### src/hw/pfq_pkg.sv
/*
  Package for the per-flow class scheduler and upstream class marker.
  Assumes one 50 MHz clock domain and an active-low asynchronous reset.
*/
package pfq_pkg;
  // ===========================================================
  // class codes
  localparam int         CODE_W       = 6;
  localparam logic [5:0] CODE_EXPEDIT = 6'h2E;
  localparam logic [5:0] CODE_BEST    = 6'h00;
  localparam int         FLOW_W       = 4;
  localparam int         DATA_W       = 32;
  localparam int         FIFO_DEPTH   = 32;
  // supported-code bitmap: bit n set means code n is scheduled
  localparam logic [63:0] SUPPORTED_MAP = 64'h0000_4000_0000_0001;
  localparam logic [5:0]  CODE_RESET    = 6'h00;

  typedef struct packed {
    logic [FLOW_W-1:0] flow;
    logic [DATA_W-1:0] data;
    logic              last;
  } pfq_word_t;

  typedef struct packed {
    logic [FLOW_W-1:0] flow;
    logic [5:0]        code;
  } pfq_cfg_t;
endpackage

### src/hw/pfq_sched.sv
/*
  Holds a small FIFO plus the downstream class scheduler and upstream
  class marker. Assumes packet words arrive tagged with the inner flow id
  and that the upstream class field position is given by a strobe.
*/
`timescale 1ns/1ps
`default_nettype none

// ===========================================================
// fifo
module pfq_fifo #(
  parameter int WIDTH = 39,
  parameter int DEPTH = 32
) (
  input  wire logic             clk,
  input  wire logic             nrst,
  input  wire logic             in_valid,
  output logic                  in_ready,
  input  wire logic [WIDTH-1:0] in_data,
  output logic                  out_valid,
  input  wire logic             out_ready,
  output logic      [WIDTH-1:0] out_data
);
  localparam int AW = $clog2(DEPTH);
  logic [WIDTH-1:0] mem [DEPTH];
  logic [AW-1:0]    wp_reg;
  logic [AW-1:0]    rp_reg;
  logic [AW:0]      cnt_reg;
  logic             wr;
  logic             rd;

  // honest full and empty from the count
  assign in_ready  = (cnt_reg != (AW+1)'(DEPTH));
  assign out_valid = (cnt_reg != '0);
  assign wr        = in_valid && in_ready;
  assign rd        = out_valid && out_ready;
  assign out_data  = mem[rp_reg];

  // storage has no reset, only pointers and fill count do
  always_ff @(posedge clk) begin
    if (wr) begin
      mem[wp_reg] <= in_data;
    end
  end

  // pointers and fill count
  always_ff @(posedge clk or negedge nrst) begin
    if (!nrst) begin
      wp_reg  <= '0;
      rp_reg  <= '0;
      cnt_reg <= '0;
    end else begin
      if (wr) begin
        wp_reg <= (wp_reg == AW'(DEPTH-1)) ? '0 : wp_reg + 1'b1;
      end
      if (rd) begin
        rp_reg <= (rp_reg == AW'(DEPTH-1)) ? '0 : rp_reg + 1'b1;
      end
      cnt_reg <= cnt_reg + (AW+1)'(wr) - (AW+1)'(rd);
    end
  end
endmodule

// ===========================================================
// scheduler and marker
module pfq_sched #(
  parameter int NFLOW = 16
) (
  input  wire logic              clk,
  input  wire logic              nrst,
  input  wire pfq_pkg::pfq_cfg_t ds_cfg,
  input  wire logic              ds_cfg_we,
  input  wire pfq_pkg::pfq_cfg_t us_cfg,
  input  wire logic              us_cfg_we,
  output logic [63:0]            supported_codes,
  input  wire logic              ds_valid,
  output logic                   ds_ready,
  input  wire pfq_pkg::pfq_word_t ds_word,
  input  wire logic [5:0]        ds_hdr_class,
  output logic                   qam_valid,
  input  wire logic              qam_ready,
  output pfq_pkg::pfq_word_t     qam_word,
  output logic                   qam_expedited,
  input  wire logic              us_valid,
  output logic                   us_ready,
  input  wire pfq_pkg::pfq_word_t us_word,
  input  wire logic              us_class_here,
  output logic                   us_out_valid,
  input  wire logic              us_out_ready,
  output pfq_pkg::pfq_word_t     us_out_word
);
  localparam int WW = $bits(pfq_pkg::pfq_word_t);
  logic [5:0]      ds_code_reg [NFLOW];
  logic [5:0]      us_code_reg [NFLOW];
  logic [NFLOW-1:0] ds_hi;
  logic            ef_valid;
  logic            ef_ready;
  logic            be_valid;
  logic            be_ready;
  logic            ef_ovalid;
  logic            be_ovalid;
  logic            ef_take;
  logic [WW-1:0]   ef_data;
  logic [WW-1:0]   be_data;
  logic            in_hi;
  logic            lock_reg;
  logic            lock_hi_reg;
  logic            pick_hi;

  assign supported_codes = pfq_pkg::SUPPORTED_MAP;

  // per-flow code tables, one entry per flow
  genvar g;
  generate
    for (g = 0; g < NFLOW; g++) begin : g_flow
      always_ff @(posedge clk or negedge nrst) begin
        if (!nrst) begin
          ds_code_reg[g] <= pfq_pkg::CODE_RESET;
          us_code_reg[g] <= pfq_pkg::CODE_RESET;
        end else begin
          if (ds_cfg_we && ds_cfg.flow == pfq_pkg::FLOW_W'(g)) begin
            ds_code_reg[g] <= ds_cfg.code;
          end
          if (us_cfg_we && us_cfg.flow == pfq_pkg::FLOW_W'(g)) begin
            us_code_reg[g] <= us_cfg.code;
          end
        end
      end
      // class to queue, unsupported falls to best
      assign ds_hi[g] = (ds_code_reg[g] == pfq_pkg::CODE_EXPEDIT);
    end
  endgenerate

  // queue from flow id only; header class field ignored
  assign in_hi    = ds_hi[ds_word.flow];
  assign ef_valid = ds_valid && in_hi;
  assign be_valid = ds_valid && !in_hi;
  assign ds_ready = in_hi ? ef_ready : be_ready;

  pfq_fifo #(.WIDTH(WW), .DEPTH(pfq_pkg::FIFO_DEPTH)) u_ef (
    .clk(clk), .nrst(nrst), .in_valid(ef_valid), .in_ready(ef_ready),
    .in_data(ds_word), .out_valid(ef_ovalid), .out_ready(ef_take && qam_ready),
    .out_data(ef_data));
  pfq_fifo #(.WIDTH(WW), .DEPTH(pfq_pkg::FIFO_DEPTH)) u_be (
    .clk(clk), .nrst(nrst), .in_valid(be_valid), .in_ready(be_ready),
    .in_data(ds_word), .out_valid(be_ovalid),
    .out_ready(!ef_take && qam_ready), .out_data(be_data));

  // strict priority, held for a whole packet
  assign pick_hi = lock_reg ? lock_hi_reg : ef_ovalid;
  assign ef_take = pick_hi;
  assign qam_valid     = pick_hi ? ef_ovalid : be_ovalid;
  assign qam_word      = pick_hi ? ef_data : be_data;
  assign qam_expedited = pick_hi;

  // packet lock keeps words of one packet together
  always_ff @(posedge clk or negedge nrst) begin
    if (!nrst) begin
      lock_reg    <= 1'b0;
      lock_hi_reg <= 1'b0;
    end else if (qam_valid && qam_ready) begin
      lock_reg    <= !qam_word.last;
      lock_hi_reg <= pick_hi;
    end
  end

  // mark upstream class field, no scheduling effect
  assign us_ready = us_out_ready || !us_out_valid;
  always_ff @(posedge clk or negedge nrst) begin
    if (!nrst) begin
      us_out_valid <= 1'b0;
      us_out_word  <= '0;
    end else if (us_ready) begin
      us_out_valid <= us_valid;
      us_out_word  <= us_word;
      if (us_class_here) begin
        us_out_word.data[5:0] <= us_code_reg[us_word.flow];
      end
    end
  end

  AST_EF_FIRST: assert property (@(posedge clk) disable iff (!nrst)
    (!lock_reg && ef_ovalid) |-> qam_expedited)
    else $error("best effort served over waiting expedited");

  AST_US_MARK: assert property (@(posedge clk) disable iff (!nrst)
    (us_ready && us_valid && us_class_here && !us_cfg_we) |=>
    (us_out_word.data[5:0] == us_code_reg[us_out_word.flow]))
    else $error("upstream class field not marked");

  AST_BE_ROUTE: assert property (@(posedge clk) disable iff (!nrst)
    (ds_valid && ds_code_reg[ds_word.flow] != pfq_pkg::CODE_EXPEDIT)
    |-> (!ef_valid && be_valid))
    else $error("non expedited flow sent to priority queue");

  // a code write lands in its flow entry next cycle
  AST_CODE_KEEP: assert property (@(posedge clk) disable iff (!nrst)
    ds_cfg_we |=>
    (ds_code_reg[$past(ds_cfg.flow)] == $past(ds_cfg.code)))
    else $error("downstream class code not stored");

  // an expedited header class never steers a best effort flow
  AST_HDR_IGNORED: assert property (@(posedge clk) disable iff (!nrst)
    (ds_valid && ds_hdr_class == pfq_pkg::CODE_EXPEDIT && !in_hi)
    |-> (!ef_valid && ds_ready == be_ready))
    else $error("header class field steered the queue choice");

  // a started packet keeps its class until its last word
  AST_PKT_WHOLE: assert property (@(posedge clk) disable iff (!nrst)
    (qam_valid && qam_ready && !qam_word.last) |=>
    (qam_expedited == $past(qam_expedited)))
    else $error("packet interleaved on the channel output");

  // words without the class strobe pass through untouched
  AST_US_PASS: assert property (@(posedge clk) disable iff (!nrst)
    (us_ready && us_valid && !us_class_here) |=>
    (us_out_valid && us_out_word == $past(us_word)))
    else $error("unstrobed upstream word altered");
endmodule

`default_nettype wire

### config.mk
export PLATFORM = sky130hd
export DESIGN_NAME = pfq_sched
export DESIGN_NICKNAME = d
export VERILOG_FILES = /design/src/hw/pfq_pkg.sv /design/src/hw/pfq_sched.sv
export SDC_FILE = /design/constraint.sdc
export NUM_CORES = 2
export LEC_CHECK = 0
export BUFFER_PORTS_ARGS = -buffer_cell sky130_fd_sc_hd__buf_4
export CELL_PAD_IN_SITES_DETAIL_PLACEMENT = 2
export CELL_PAD_IN_SITES_GLOBAL_PLACEMENT = 2
export CORE_MARGIN = 1.5
export CORE_UTILIZATION = 30
export DETAILED_ROUTE_END_ITERATION = 7
export PLACE_DENSITY_LB_ADDON = 0.2
export SLEW_MARGIN = 20
export SYNTH_ARGS = -nofsm -noshare
export SYNTH_HDL_FRONTEND = slang
export SYNTH_SLANG_ARGS = --single-unit
### constraint.sdc
create_clock -name clk -period 5.3 [get_ports clk]
set_input_delay 0.795 -clock clk [delete_from_list [all_inputs] [get_ports clk]]
set_output_delay 0.795 -clock clk [all_outputs]
set_load 0.01 [all_outputs]
==> results_dict.tcl <==
set metrics [dict create \
    ys_warn_count 0 \
    layout-drive-gt1-share 0.369 \
    grt_max_degree 108 \
    period_needed_ns 5.07 \
    cts-root-buf "clkbuf_16" \
    grt_pass1_vias 53800 \
    cts_htree_levels 5 \
    crit_start "u_ef.rp_reg[0]" \
    switchingPower_mw 16.8 \
    clk_pin_slew_ns 0.06 \
    whs_path_depth 2 \
    nets 5040 \
    combPwrFrac 0.243 \
    totalPowerFinal_mw 58.8 \
    worstMarginPinSlew_ns 0.917 \
    finalMaxSlewViolations 0 \
    largestRegisters "u_be.mem (1184), u_ef.mem (1184)" \
    holdPathEnd "us_out_word[0]" \
    vias 48500 \
    cts.sinks 2632 \
    synthesis.instances 4425 \
    antenna_found_initial 13 \
    rsz0062_at_grt "false" \
    path_delay_family "multiplexers" \
    coreArea_mm2 0.340 \
    vdd_drop_max_mv 0.274 \
    synth_cell_types 50 \
    critPathSlowestCell "dfrtp_4" \
    cp.required_ns 4.51 \
    power.sequential.fraction 0.417 \
    globalRoute.totalOverflow 0 \
    fillers 32600 \
    maxSlewHeadroom 0.389 \
    hold_ws_ns 0.146 \
    fin_ws_ns 0.226 \
    final_common_cell "edfxtp_1" \
    placed_cell_area_mm2 0.111 \
    arrival_ns 4.28 \
    cp-end-kind "output port" \
    syn_avg_cell_area_um2 23.1 \
    dp_slack_ns 0.772 \
    finalSetupViolCount 0 \
    maxCapViolCount 0 \
    routedWlPerCell_um 30.7 \
    io_buffers 181 \
    final_cell_mix "edfxtp_1, mux4_2, buf_4, clkbuf_16, dfrtp_1" \
    vias_per_cell 5.02 \
    numCtsBuffers 308 \
    grt_pass1_wl_um 419000 \
    wirelength_um 297000 \
    slowest_delay_ns 0.73 \
    p_leak_nw 38.6 \
    track_usage 0.170 \
    synth-main-ff-cell "edfxtp_1" \
    placed_cells 9118 \
    drt_iter0_drc 4202 \
    seq_area_frac_synth 0.760 \
    post-route-period-util 0.957 \
    pwr-share-clk 0.340 \
    r2r_start "ds_code_reg[76]" \
    die_x_um 587 \
    synth_enable_flop_cells 2368 \
    gp_congestion 0.705 \
    hold_viol_final 0 \
    power.density_mw_per_mm2 488 \
    die_h_um 587 \
    dieArea_mm2 0.344 \
    crit_fanout 12 \
    route.detailed.drc 0 \
    swShare 0.286 \
    dp_hpwl_um 166000 \
    clock.fmax_mhz 197 \
    hold_path.startpoint "us_word[0]" \
    insertion_delay_ns 0.92 \
    totalNegativeSetupSlack_ns 0 \
    critPathLaunchType "flop" \
    postLayoutCellArea_mm2 0.121 \
    path_class "reg2out" \
    cts_tree "done" \
    start_util 0.301 \
    final_util 0.355 \
    cts.path.max_buffers 4 \
    rows 214 \
    synth-seq-cells 2632 \
    cp_num_buf_inv 2 \
    synthArstFlopShare 0.100 \
    first_pass_iters 6 \
    hp-class "in2reg" \
    finClkSkew_ns 0.0904 \
    power.internal_mw 42.0 \
    syn_area_mm2 0.102 \
    final_cell_count_no_fill 9667 \
    io_pins 252 \
    areaGrowthSynthToFinish_pct 17.8 \
    r2r_slack_ns 1.77 \
    crit_chain "buf_4 -> mux4_2 -> mux4_2 -> o22ai_1 -> nor2_1 -> buf_4" \
    reg2reg_depth 8 \
    postRouteAntennaNets 0 \
    crit-reg2reg-capture "u_ef.mem[24][11]" \
    status "complete, no violations" \
]
[timing repair]
action,in CTS,in global routing
gates resized for setup,6,0
hold buffers,2,0
setup buffers,3,0
endpoints found under the setup margin,12,0
hold endpoints to repair,75,0
[worst reg2reg max path, stage by stage, from the launching register on]
cell and delay (ns):
dfrtp_1 0.37, nand4b_1 0.20, nor4bb_1 0.55, o21ai_0 0.20, nand4_1 0.22, nor2_4 0.06
buf_4 0.29, nor4_2 0.82, buf_12 0.39
[how the worst max path moves through the flow]
| stage | end | slack [ns] | depth (start not counted) |
|---|---|---|---|
| 2_1_floorplan | u_ef.mem[14][0] | -0.90 | 7 |
| 4_1_cts | qam_word[8] | 0.04 | 6 |
| 5_1_grt | qam_word[22] | 0.08 | 12 |
| 6_report | qam_word[7] | 0.23 | 6 |
| 3_5_place_dp | qam_word[4] | 0.77 | 7 |
| 3_3_place_gp | qam_word[4] | 0.77 | 7 |
[final cells by class]
cell class | instances | area, um^2 | area share
Sequential cell | 2632 | 77700 | 0.645
Multi-Input combinational cell | 1521 | 23600 | 0.196
Clock buffer | 395 | 8220 | 0.0682
Tap cell | 4536 | 5680 | 0.0471
Timing Repair Buffer | 405 | 4090 | 0.0339
Clock inverter | 147 | 1130 | 0.00941
Inverter | 29 | 109 | 0.000903
Antenna cell | 2 | 5.00 | 0.0000415
[power groups by stage]
stage / combinational, mW / sequential (mW) / clock (mW)
4_1_cts: 14.8 / 24.5 / 20.6
6_report: 14.3 / 24.5 / 20.0
3_5_place_dp: 14.5 / 25.0 / 0
3_3_place_gp: 14.4 / 25.0 / 0
5_1_grt: 15.3 / 24.6 / 21.3
2_1_floorplan: 9.12 / 24.4 / 0
[cell families (layout without fill, tap and decap cells)]
| logic type | after synthesis | in the layout | synth area share |
|---|---|---|---|
| AO/OA/AOI/OAI | 122 | 122 | 0.00760 |
| XOR/XNOR | 8 | 8 | 0.000685 |
| adder cells (fa/ha/maj) | 34 | 34 | 0.00431 |
| buffers and inverters | 334 | 976 | 0.0164 |
| flip-flops | 2632 | 2632 | 0.760 |
| multiplexers | 1013 | 1013 | 0.196 |
| other | 2 | 66 | 0.0000734 |
| AND/OR/NAND/NOR | 280 | 280 | 0.0154 |
[synthesized netlist by cell type, types with 3 or more instances]
cell | n | share of area
and3_1 | 40 | 0.0024
inv_1 | 29 | 0.0011
nor4b_1 | 7 | 0.00060
xor2_1 | 6 | 0.00051
o22ai_1 | 74 | 0.0045
edfxtp_1 | 2368 | 0.70
nand3_1 | 12 | 0.00059
mux2_1 | 5 | 0.00055
nor4_1 | 32 | 0.0020
nand4b_1 | 16 | 0.0014
or3_1 | 8 | 0.00049
o21ai_0 | 9 | 0.00044
o2111ai_1 | 4 | 0.00034
clkbuf_1 | 123 | 0.0045
nor3b_1 | 7 | 0.00051
mux4_2 | 767 | 0.17
nand2b_1 | 14 | 0.00086
nor2_1 | 80 | 0.0029
dfrtp_1 | 264 | 0.065
ha_1 | 32 | 0.0039
mux2_2 | 226 | 0.025
buf_4 | 68 | 0.0050
nand3b_1 | 11 | 0.00081
nor3_1 | 7 | 0.00034
a21oi_1 | 14 | 0.00069
o21ai_1 | 3 | 0.00015
mux2i_1 | 15 | 0.0015
buf_2 | 73 | 0.0036
nor4bb_1 | 8 | 0.00078
nand2_1 | 28 | 0.0010
a21o_1 | 4 | 0.00029
buf_6 | 10 | 0.0011
buf_1 | 31 | 0.0011
o211ai_1 | 4 | 0.00029
[routing by layer]
layer  global-route usage  up-vias  routed length (um)
met5                    0        -                  13
met1                0.235    27300              131000
met3               0.0244      364               13000
li1                     -    19600                   -
met4               0.0440        2                7110
met2                0.283     1203              146000
Power figures use the tool's default switching activity.
